==> src/rtl/usart_rx_map.svh <==
// register offsets, field positions, reset values and word bit counts of the receiver
`ifndef USART_RX_MAP_SVH
`define USART_RX_MAP_SVH
`define OFS_RX_STATUS 8'h00
`define OFS_RX_DATA 8'h04
`define OFS_TX_STATUS 8'h08
`define OFS_BAUD_DIV 8'h0C
`define OFS_IRQ_STATUS 8'h10
`define OFS_IRQ_ENABLE 8'h14
`define OFS_IRQ_CLEAR 8'h18
`define RS_SERIAL_PORT_ENABLE 7
`define RS_RX9 6
`define RS_SINGLE_RECEIVE_ENABLE 5
`define RS_CONTINUOUS_RECEIVE_ENABLE 4
`define RS_FRAMING_ERROR_FLAG 2
`define RS_OVERRUN_ERROR_FLAG 1
`define RS_RECEIVED_NINTH_BIT 0
`define TS_CLOCK_SOURCE_SELECT 7
`define TS_TX9 6
`define TS_TRANSMIT_ENABLE 5
`define TS_SYNC 4
`define TS_HIGH_SPEED_BAUD_SELECT 2
`define TS_TRANSMIT_SHIFT_EMPTY 1
`define TS_TRANSMIT_NINTH_BIT 0
`define IRQ_RX_DONE 0
`define IRQ_OVERRUN 1
`define RST_RX_STATUS 8'h00
`define RST_RX_DATA 8'h00
`define RST_TX_STATUS 8'h02
`define RST_BAUD_DIV 8'h00
`define RST_IRQ 2'h0
`define BITS_SHORT 4'h8
`define BITS_LONG 4'h9
`endif

==> src/rtl/usart_rx_pkg.sv <==
// types shared by the synchronous master receiver
package usart_rx_pkg;
	typedef enum logic [2:0]
	{
		ST_IDLE = 3'b001,
		ST_HIGH = 3'b010,
		ST_LOW = 3'b100
	} rx_state_t;
	typedef logic [7:0] byte_t;
endpackage

==> src/rtl/usart_sync_master_receive.sv <==
// synchronous master receive path with an ahb-lite register slave
`timescale 1ns/1ps
`include "usart_rx_map.svh"
module usart_sync_master_receive
	import usart_rx_pkg::*;
(
	input wire logic clk_sys,
	input wire logic reset,
	input wire logic hsel,
	input wire logic [7:0] haddr,
	input wire logic [1:0] htrans,
	input wire logic hwrite,
	input wire logic [2:0] hsize,
	input wire logic hready,
	input wire logic [31:0] hwdata,
	output logic [31:0] hrdata,
	output logic hreadyout,
	output logic hresp,
	output logic sclk_out,
	output logic sclk_oe_n,
	input wire logic sclk_in,
	input wire logic data_in,
	output logic data_out,
	output logic data_oe_n,
	output logic irq
);
	logic serial_port_enable_reg, rx9_reg, single_receive_enable_reg, continuous_receive_enable_reg, overrun_error_flag_reg, received_ninth_bit_reg;
	logic clock_source_select_reg, tx9_reg, transmit_enable_reg, sync_reg, high_speed_baud_select_reg, transmit_ninth_bit_reg;
	byte_t rx_data_reg, baud_reg;
	logic [1:0] irq_stat_reg, irq_en_reg;
	logic full_reg;
	rx_state_t state_reg;
	logic [8:0] div_cnt_reg, shift_reg;
	logic [3:0] bit_cnt_reg;
	logic sclk_reg;
	logic [2:0] din_sync_reg;
	logic din_reg;
	logic wr_pend_reg, rd_wait_reg;
	logic [7:0] addr_reg;
	logic [31:0] hrdata_reg;
	logic addr_ok, wr_now, rd_now, data_rd, master_mode, start_ok;
	logic half_hit, last_bit, word_done, overrun_evt, continuous_receive_enable_clear;
	logic [3:0] word_bits;
	// reset words held as constants so single bits can be selected from them
	localparam byte_t rst_rx_status = `RST_RX_STATUS;
	localparam byte_t rst_tx_status = `RST_TX_STATUS;

	function automatic logic [8:0] half_limit(input byte_t div);
		// half a bit period is 2*(div+1) system clocks
		half_limit = {div, 1'b1};
	endfunction

	function automatic byte_t word_byte(input logic nine, input logic [8:0] sh);
		word_byte = nine ? sh[7:0] : sh[8:1];
	endfunction

	assign hresp = 1'b0;
	assign hreadyout = ~rd_wait_reg;
	assign hrdata = hrdata_reg;
	assign addr_ok = hsel & hready & htrans[1];
	assign wr_now = wr_pend_reg;
	assign rd_now = addr_ok & ~hwrite;
	assign data_rd = rd_wait_reg & (addr_reg == `OFS_RX_DATA);
	assign continuous_receive_enable_clear = wr_now & (addr_reg == `OFS_RX_STATUS) & continuous_receive_enable_reg & ~hwdata[`RS_CONTINUOUS_RECEIVE_ENABLE];
	assign master_mode = serial_port_enable_reg & sync_reg & clock_source_select_reg;
	assign start_ok = master_mode & (single_receive_enable_reg | continuous_receive_enable_reg);
	assign word_bits = rx9_reg ? `BITS_LONG : `BITS_SHORT;
	assign half_hit = (div_cnt_reg == half_limit(baud_reg));
	assign last_bit = (bit_cnt_reg == word_bits);
	assign word_done = (state_reg == ST_LOW) & half_hit & last_bit & start_ok;
	assign overrun_evt = word_done & full_reg & ~data_rd;

	assign sclk_out = sclk_reg;
	assign sclk_oe_n = ~master_mode;
	assign data_out = 1'b0;
	assign data_oe_n = 1'b1;
	assign irq = |(irq_stat_reg & irq_en_reg);

	// bus address phase capture; reads take one wait state so hrdata comes from a flop
	always_ff @(posedge clk_sys)
	begin
		if (reset)
		begin
			wr_pend_reg <= 1'b0;
			rd_wait_reg <= 1'b0;
			addr_reg <= 8'h00;
		end
		else
		begin
			wr_pend_reg <= addr_ok & hwrite & (hsize == 3'h2);
			rd_wait_reg <= rd_now;
			if (addr_ok)
				addr_reg <= {haddr[7:2], 2'h0};
		end
	end

	// read mux; unmapped and write-only offsets read zero
	always_ff @(posedge clk_sys)
	begin
		if (reset)
			hrdata_reg <= 32'h0000_0000;
		else if (rd_wait_reg)
		begin
			case (addr_reg)
				`OFS_RX_STATUS: hrdata_reg <= {24'h0, serial_port_enable_reg, rx9_reg, single_receive_enable_reg, continuous_receive_enable_reg,
					1'b0, 1'b0, overrun_error_flag_reg, received_ninth_bit_reg};
				`OFS_RX_DATA: hrdata_reg <= {24'h0, rx_data_reg};
				`OFS_TX_STATUS: hrdata_reg <= {24'h0, clock_source_select_reg, tx9_reg, transmit_enable_reg, sync_reg,
					1'b0, high_speed_baud_select_reg, 1'b1, transmit_ninth_bit_reg};
				`OFS_BAUD_DIV: hrdata_reg <= {24'h0, baud_reg};
				`OFS_IRQ_STATUS: hrdata_reg <= {30'h0, irq_stat_reg};
				`OFS_IRQ_ENABLE: hrdata_reg <= {30'h0, irq_en_reg};
				default: hrdata_reg <= 32'h0000_0000;
			endcase
		end
	end

	always_ff @(posedge clk_sys)
	begin
		if (reset)
		begin
			{serial_port_enable_reg, rx9_reg, continuous_receive_enable_reg} <= {rst_rx_status[`RS_SERIAL_PORT_ENABLE],
				rst_rx_status[`RS_RX9], rst_rx_status[`RS_CONTINUOUS_RECEIVE_ENABLE]};
			{clock_source_select_reg, tx9_reg, transmit_enable_reg, sync_reg} <= rst_tx_status[7:4];
			{high_speed_baud_select_reg, transmit_ninth_bit_reg} <= {rst_tx_status[`TS_HIGH_SPEED_BAUD_SELECT], rst_tx_status[`TS_TRANSMIT_NINTH_BIT]};
			baud_reg <= `RST_BAUD_DIV;
			irq_en_reg <= `RST_IRQ;
		end
		else if (wr_now)
		begin
			case (addr_reg)
				`OFS_RX_STATUS:
				begin
					serial_port_enable_reg <= hwdata[`RS_SERIAL_PORT_ENABLE];
					rx9_reg <= hwdata[`RS_RX9];
					continuous_receive_enable_reg <= hwdata[`RS_CONTINUOUS_RECEIVE_ENABLE];
				end
				`OFS_TX_STATUS:
				begin
					clock_source_select_reg <= hwdata[`TS_CLOCK_SOURCE_SELECT];
					tx9_reg <= hwdata[`TS_TX9];
					transmit_enable_reg <= hwdata[`TS_TRANSMIT_ENABLE];
					sync_reg <= hwdata[`TS_SYNC];
					// high-speed select has no effect on the clocked link
					high_speed_baud_select_reg <= hwdata[`TS_HIGH_SPEED_BAUD_SELECT];
					transmit_ninth_bit_reg <= hwdata[`TS_TRANSMIT_NINTH_BIT];
				end
				`OFS_BAUD_DIV: baud_reg <= hwdata[7:0];
				`OFS_IRQ_ENABLE: irq_en_reg <= hwdata[1:0];
				default:
				begin
				end
			endcase
		end
	end

	// single enable: software write wins over the hardware clear after one word
	always_ff @(posedge clk_sys)
	begin
		if (reset)
			single_receive_enable_reg <= rst_rx_status[`RS_SINGLE_RECEIVE_ENABLE];
		else if (wr_now & (addr_reg == `OFS_RX_STATUS))
			single_receive_enable_reg <= hwdata[`RS_SINGLE_RECEIVE_ENABLE];
		else if (word_done & ~continuous_receive_enable_reg)
			single_receive_enable_reg <= 1'b0;
	end

	// overrun flag: a new overrun beats the clear from dropping continuous enable
	always_ff @(posedge clk_sys)
	begin
		if (reset)
			overrun_error_flag_reg <= rst_rx_status[`RS_OVERRUN_ERROR_FLAG];
		else if (overrun_evt)
			overrun_error_flag_reg <= 1'b1;
		else if (continuous_receive_enable_clear)
			overrun_error_flag_reg <= 1'b0;
	end

	// received word holding; an unread word is kept and the new one dropped on overrun
	always_ff @(posedge clk_sys)
	begin
		if (reset)
		begin
			rx_data_reg <= `RST_RX_DATA;
			received_ninth_bit_reg <= rst_rx_status[`RS_RECEIVED_NINTH_BIT];
			full_reg <= 1'b0;
		end
		else if (word_done & ~overrun_evt)
		begin
			rx_data_reg <= word_byte(rx9_reg, shift_reg);
			received_ninth_bit_reg <= rx9_reg & shift_reg[8];
			full_reg <= 1'b1;
		end
		else if (data_rd)
			full_reg <= 1'b0;
	end

	// sticky interrupt status; an event in the clearing cycle stays set
	always_ff @(posedge clk_sys)
	begin
		if (reset)
			irq_stat_reg <= `RST_IRQ;
		else
		begin
			irq_stat_reg[`IRQ_RX_DONE] <= word_done | (irq_stat_reg[`IRQ_RX_DONE] &
				~(wr_now & (addr_reg == `OFS_IRQ_CLEAR) & hwdata[`IRQ_RX_DONE]));
			irq_stat_reg[`IRQ_OVERRUN] <= overrun_evt | (irq_stat_reg[`IRQ_OVERRUN] &
				~(wr_now & (addr_reg == `OFS_IRQ_CLEAR) & hwdata[`IRQ_OVERRUN]));
		end
	end

	// data pin filter: a level counts once the second and third stages agree
	always_ff @(posedge clk_sys)
	begin
		if (reset)
		begin
			din_sync_reg <= 3'h0;
			din_reg <= 1'b0;
		end
		else
		begin
			din_sync_reg <= {din_sync_reg[1:0], data_in};
			if (din_sync_reg[1] == din_sync_reg[2])
				din_reg <= din_sync_reg[2];
		end
	end

	// clock generator and shifter; the filter delays data by four cycles, so the
	// partner must set data up that long before the falling edge
	always_ff @(posedge clk_sys)
	begin
		if (reset)
		begin
			state_reg <= ST_IDLE;
			div_cnt_reg <= 9'h000;
			bit_cnt_reg <= 4'h0;
			shift_reg <= 9'h000;
			sclk_reg <= 1'b0;
		end
		else if (!start_ok)
		begin
			state_reg <= ST_IDLE;
			div_cnt_reg <= 9'h000;
			bit_cnt_reg <= 4'h0;
			sclk_reg <= 1'b0;
		end
		else
		begin
			div_cnt_reg <= half_hit ? 9'h000 : div_cnt_reg + 9'h001;
			case (state_reg)
				ST_IDLE:
				begin
					state_reg <= ST_HIGH;
					div_cnt_reg <= 9'h000;
					bit_cnt_reg <= 4'h0;
					sclk_reg <= 1'b1;
				end
				ST_HIGH:
				begin
					if (half_hit)
					begin
						sclk_reg <= 1'b0;
						shift_reg <= {din_reg, shift_reg[8:1]};
						bit_cnt_reg <= bit_cnt_reg + 4'h1;
						state_reg <= ST_LOW;
					end
				end
				ST_LOW:
				begin
					if (half_hit)
					begin
						if (last_bit & ~continuous_receive_enable_reg)
						begin
							state_reg <= ST_IDLE;
							sclk_reg <= 1'b0;
						end
						else
						begin
							state_reg <= ST_HIGH;
							sclk_reg <= 1'b1;
						end
						if (last_bit)
							bit_cnt_reg <= 4'h0;
					end
				end
				default: state_reg <= ST_IDLE;
			endcase
		end
	end
endmodule

==> config.mk <==
export PLATFORM = sky130hd
export DESIGN_NAME = usart_sync_master_receive
export DESIGN_NICKNAME = d
export VERILOG_FILES = /design/src/rtl/usart_rx_pkg.sv /design/src/rtl/usart_sync_master_receive.sv
export VERILOG_INCLUDE_DIRS = /design/src /design/src/rtl
export SDC_FILE = /design/constraint.sdc
export NUM_CORES = 1
export LEC_CHECK = 0
export BUFFER_PORTS_ARGS = -buffer_cell sky130_fd_sc_hd__buf_4
export CAP_MARGIN = 20
export CORE_MARGIN = 1.5
export CORE_UTILIZATION = 58
export DETAILED_ROUTE_END_ITERATION = 16
export PLACE_DENSITY = 0.84
export SKIP_CTS_REPAIR_TIMING = 1
export SYNTH_ARGS = -nofsm -noshare
export SYNTH_HDL_FRONTEND = slang
export SYNTH_SLANG_ARGS = --single-unit
==> constraint.sdc <==
create_clock -name clk_sys -period 3.78 [get_ports clk_sys]
set_input_delay 0.567 -clock clk_sys [delete_from_list [all_inputs] [get_ports clk_sys]]
set_output_delay 0.567 -clock clk_sys [all_outputs]
set_load 0.05 [all_outputs]
==> out/results.ini, run 1 <==
[global_routing]
grtUsageMet2_pct = 43.9
antenna_found_initial = 0
grt_usage_pct = 24.4
grt_pass1_vias = 2864
met1_usage_pct = 29.2
grt_overflow_total = 0
grt_pass1_wl_um = 13700
met3_usage_pct = 5.04
busiest_layer = met2
grt_max_degree = 47

[floorplan]
core_area_sq_mm = 0.00631
die_area_sq_mm = 0.00702
die_w_um = 83.8
row_count = 29
die_y_um = 83.8
ioPinCount = 91
initial_core_util_pct = 59.9

[sta]
max_freq_mhz = 438
setup-violations-final = 0
clock_skew_ps = 13.8
fin_crit_sh_pct = 60.4
tightest_slew_ps = 882
rsz0062_at_grt = false
fin_crit_ps = 2280
finalMaxSlewViolations = 0
fin_setup_tns_ps = 0
relSlewSlack_pct = 41.1
finalWorstSetupSlack_ps = 1500
finalHoldViolations = 0

[power_and_ir_drop]
switchingPower_uw = 390
p_int_mw = 1.27
p_comb_share_pct = 6.9
p_total_mw = 1.66
pwr-share-seq_pct = 50.8
leakage_nw = 1.80
powerDensity_mw_per_mm2 = 395
ir_drop_v = 0.000348
p_clk_share_pct = 42.3
swShare_pct = 23.5

[synth]
ys_seq_elements = 79
yosysUniqueCellTypes = 58
synthFlopType = dfxtp_1
synthArstFlopShare_pct = 0
syn_area_sq_mm = 0.00378
ys_top_cells_by_area = dfxtp_1, mux2i_1, buf_4
synth_cells = 397
synth-edff-count = 0
yosys_warnings = 0
seq_area_frac_synth_pct = 41.8
post-synth-top-area-cell = dfxtp_1
synth_top_cell_area_share_pct = 41.8
syn_avg_cell_area_sq_um = 9.53

[placed_design]
dp_slack_ps = 1320
gp_congestion = 0.860
hpwlAfterDp_um = 5660
port_buffers = 35

[critical_path]
critical_path_class = flip-flop to flip-flop
crit_chain = xnor2_1 -> nand3_1 -> nor3_1 -> buf_4 -> nand2_1 -> o311a_1
crit_start = rx9_reg
critPathLaunchType = flip-flop
max_stage_delay_ps = 670
worst_path_max_delay_cell = dfxtp_1
cp_num_buf_inv = 1
arrival_ps = 2510
rr_startpoint = rx9_reg
crit_required_ps = 4000
cp-end-kind = flip-flop
crit_family = flip-flops
path_max_fanout = 12

[detailed_routing]
routedWlPerCell_um = 16.0
drc = 0
firstDrtPassIters = 5
final_antenna_net_count = 0
drtIter0Drc = 174
wirelength_um = 8130
routed-via-count = 2924
viasPerCell = 5.77

[final_layout]
antenna_cells = 0
flow.area_growth_from_synthesis_pct = 11.0
drive_above_1_share_pct = 17.7
nets = 479
fill_cells = 516

[clocking]
cts_tree = yes
clk_latency_ps = 350
clkSinkCount = 79
cts_max_level = 3
clk_pin_slew_ps = 70
numCtsBuffers = 9
cts.root.buffer_cell = clkbuf_8
cts_buffer_depth = 2

[run_status]
status = finished, final reports clean

[min_path]
min_from = hwrite
hold_class = input pin to flip-flop

[job]
drv_cap = 0

[cell usage after synthesis, drive strengths merged, types with 2 or more instances]
master,n
o21ai,6
o22ai,2
a21oi,10
conb,2
nand4,5
a22oi,6
nor2,50
mux2i,37
o311a,6
nor4,2
o31a,2
a31o,8
dfxtp,79
xnor2,3
nor2b,5
a41o,2
nor3b,2
and2,2
nor3,9
xor2,13
mux2,12
mux4,4
clkbuf,13
and3,3
buf,33
inv,3
nand2,28
ha,2
nand3b,3
a21boi,2
nand2b,5
o211ai,3
a211oi,2
nand3,15
o31ai,3
o211a,2
[cell type report]
| type | instances | area (sq um) | share of cell area, % |
|---|---|---|---|
| clock buffers | 13 | 159 | 3.78 |
| clock inverters | 3 | 65.1 | 1.55 |
| inverters | 4 | 15.0 | 0.357 |
| multi-input cells | 293 | 2000 | 47.6 |
| flip-flops and latches | 79 | 1580 | 37.6 |
| well taps | 77 | 96.3 | 2.29 |
| repair buffers | 38 | 285 | 6.79 |
[power by group through the flow]
| stage | Sequential [mW] | Combinational [mW] | Clock [mW] |
|---|---|---|---|
| after floorplan | 0.858 | 0.111 | 0 |
| final | 0.843 | 0.114 | 0.703 |
| after global routing | 0.844 | 0.120 | 0.752 |
| after global placement | 0.862 | 0.113 | 0 |
| after CTS | 0.843 | 0.114 | 0.712 |
| after detailed placement | 0.862 | 0.114 | 0 |
[cells in the final DEF, fill, tap and decap left out, types with 3 or more instances in the layout]
cell,count
mux4_2,4
nor3_1,9
o311a_1,6
nand3b_1,3
mux2_2,12
buf_4,38
nand4_1,4
nor2b_1,5
nand3_1,13
clkbuf_8,11
o21ai_0,6
and3_1,3
dfxtp_1,79
mux2i_1,37
a22oi_1,6
nor2_1,49
a21oi_1,10
xnor2_1,3
xor2_1,13
conb_1,27
o211ai_1,3
nand2_1,27
nand2b_1,5
inv_1,3
a31o_1,6
[path summary, 6_finish.rpt]
path | to | slack [ps] | cells past startpoint
setup / recovery | rx_data_reg[2] | 1500 | 6
hold / removal | rd_wait_reg | 390 | 2
setup reg to reg | rx_data_reg[2] | 1500 | 6
hold reg to reg | din_sync_reg[1] | 440 | 1
[metal layers]
| layer | part of all wire [%] | up-vias |
|---|---|---|
| li1 | - | 1424 |
| met1 | 42 | 1392 |
| met2 | 52 | 100 |
| met3 | 5.3 | 8 |
| met4 | 0.85 | 0 |
| met5 | 0 | - |
[logic make-up after synthesis]
| logic type | synth area share, % |
|---|---|
| buffers and inverters | 7.87 |
| other | 0.198 |
| muxes | 15.7 |
| DFF | 41.8 |
| adders and majority gates | 0.661 |
| and+or+nand+nor | 17.8 |
| xor gates and xnor gates | 3.70 |
| AOI/OAI and AO/OA | 12.3 |
[stage by stage]
stage | instance area (sq um) | utilization, % | hold slack (ps) | std cells
final | 4200 | 66.5 | 389 | 507
after global routing | 4200 | 66.5 | 370 | 507
after CTS | 4200 | 66.5 | 372 | 507
after detailed placement | 3980 | 63.0 | 432 | 491
after global placement | 3980 | 63.0 | 421 | 491
after floorplan | 3880 | - | 414 | 422
Note: power is estimated with default switching activity, not from simulation.
==> inputs of run 2 (changes only) <==
--- a/config.mk
+++ b/config.mk
@@ -9,9 +9,9 @@
 export BUFFER_PORTS_ARGS = -buffer_cell sky130_fd_sc_hd__buf_4
 export CAP_MARGIN = 20
 export CORE_MARGIN = 1.5
-export CORE_UTILIZATION = 58
+export CORE_UTILIZATION = 53
 export DETAILED_ROUTE_END_ITERATION = 16
-export PLACE_DENSITY = 0.84
+export PLACE_DENSITY = 0.78
 export SKIP_CTS_REPAIR_TIMING = 1
 export SYNTH_ARGS = -nofsm -noshare
 export SYNTH_HDL_FRONTEND = slang
==> constraint.sdc (replaced) <==
create_clock -name clk_sys -period 2.3 [get_ports clk_sys]
set_input_delay 0.345 -clock clk_sys [delete_from_list [all_inputs] [get_ports clk_sys]]
set_output_delay 0.345 -clock clk_sys [all_outputs]
set_load 0.05 [all_outputs]
==> out/results.ini, run 2 (synthesis gave the netlist of run 1 again) <==
[sta]
max_freq_mhz = 475
fin_crit_ps = 2110
fin_crit_sh_pct = 91.6
rsz0062_at_grt = false
fin_setup_tns_ps = 0
setup-violations-final = 0
finalHoldViolations = 0
clock_skew_ps = 8.04
finalWorstSetupSlack_ps = 193
tightest_slew_ps = 604
relSlewSlack_pct = 59.7
finalMaxSlewViolations = 0

[critical_path]
r2r_slack_ps = 190
arrival_ps = 2350
rr_startpoint = div_cnt_reg[1]
critical_path_class = flip-flop to flip-flop
cp-end-kind = flip-flop
path_max_fanout = 8
critPathLaunchType = flip-flop
crit_start = div_cnt_reg[1]
worstReg2RegEnd = rx_data_reg[3]
cp-endpoint = rx_data_reg[3]
crit_required_ps = 2540
reg2reg_depth = 5

[power_and_ir_drop]
switchingPower_uw = 647
p_total_mw = 2.65
p_comb_share_pct = 7.4
p_int_mw = 2.01
swShare_pct = 24.4
ir_drop_v = 0.000455
powerDensity_mw_per_mm2 = 626
pwr-share-seq_pct = 52.1
leakage_nw = 1.81
p_clk_share_pct = 40.5

[clocking]
clkSinkCount = 79
numCtsBuffers = 9
cts_max_level = 3
clk_latency_ps = 360
cts_tree = yes
cts_buffer_depth = 2
cts.root.buffer_cell = clkbuf_8
clk_pin_slew_ps = 70

[detailed_routing]
drtIter0Drc = 162
wirelength_um = 7960
viasPerCell = 5.54
firstDrtPassIters = 4
drc = 0
routed-via-count = 2937
final_antenna_net_count = 0
routedWlPerCell_um = 15.0

[floorplan]
ioPinCount = 91
row_count = 30
die_y_um = 87.5
core_area_sq_mm = 0.00683
die_w_um = 87.5
initial_core_util_pct = 55.4
die_area_sq_mm = 0.00766

[global_routing]
grt_usage_pct = 22.2
grt_pass1_vias = 2759
grt_overflow_total = 0
grt_max_degree = 47
grt_pass1_wl_um = 13100
antenna_found_initial = 0

[placed_design]
port_buffers = 35
hpwlAfterDp_um = 5720
placed_cell_area_sq_mm = 0.00403
dp_slack_ps = 213
gp_congestion = 0.837

[final_layout]
layout_commonest_cell = dfxtp_1
post-route-util_pct = 62.1
flow.area_growth_from_synthesis_pct = 12.0
antenna_cells = 0
drive_above_1_share_pct = 18.7
fill_cells = 581
layout_common_cells = dfxtp_1, nor2_1, buf_4
finalInstanceArea_sq_mm = 0.00424
nets = 483

[job]
drv_cap = 0

[run_status]
status = finished, final reports clean

[min_path]
hold_class = input pin to flip-flop

==> run 2: changes by cell type in the layout (fill, tap and decap cells not counted) <==
cell | previous run | this run
bufinv_16 | 2 | 1
clkbuf_1 | 2 | 1
clkinv_2 | 1 | 2
buf_4 | 38 | 42
clkbuf_8 | 11 | 12
==> run 2: per-layer routing <==
metal	wire (um)	share of wire (%)	up-vias	track usage, %
li1	-	-	1424	-
met1	3480	44	1411	27.7
met2	3900	49	87	37.1
met3	435	5.5	15	5.88
met4	148	1.9	0	7.79
met5	0	0	-	0
==> run 2: power groups by stage <==
| stage | logic (mW) | clock network [mW] | registers (mW) |
|---|---|---|---|
| after floorplan | 0.183 | 0 | 1.41 |
| after global placement | 0.192 | 0 | 1.41 |
| after detailed placement | 0.194 | 0 | 1.41 |
| after CTS | 0.195 | 1.10 | 1.38 |
| after global routing | 0.207 | 1.15 | 1.38 |
| final | 0.196 | 1.08 | 1.38 |
==> run 2: final cells by class <==
| class | count | area [sq um] | share of cell area, % |
|---|---|---|---|
| sequential | 79 | 1580 | 37.3 |
| timing repair buffer | 42 | 315 | 7.44 |
| inverter | 4 | 15.0 | 0.354 |
| clock inverter | 3 | 40.0 | 0.944 |
| clock buffer | 13 | 169 | 3.98 |
| tap | 96 | 120 | 2.83 |
| multi-input combinational | 293 | 2000 | 47.2 |
==> run 2: worst max-delay path, stage by stage (launching register included) <==
cell and delay [ps]:
dfxtp_1 440, xor2_1 100, nor4_1 410, and3_1 390, nand2_1 270, o311a_1 400
==> run 2: through the flow <==
stage               instances  hold slack (ps)
CTS                       530              148
floorplan                 422              414
global placement          514              422
finish                    530              159
detailed placement        514              433
global route              530              149
==> run 2: how the worst min path moves through the flow <==
stage / start / end / slack, ps / depth (start not counted)
after floorplan: din_sync_reg[0] / din_sync_reg[1] / 410 / 1
after global placement: din_sync_reg[0] / din_sync_reg[1] / 420 / 1
after detailed placement: din_sync_reg[0] / din_sync_reg[1] / 430 / 1
after CTS: hwrite / rd_wait_reg / 150 / 2
after global routing: hwrite / rd_wait_reg / 150 / 2
final: hwrite / rd_wait_reg / 160 / 2
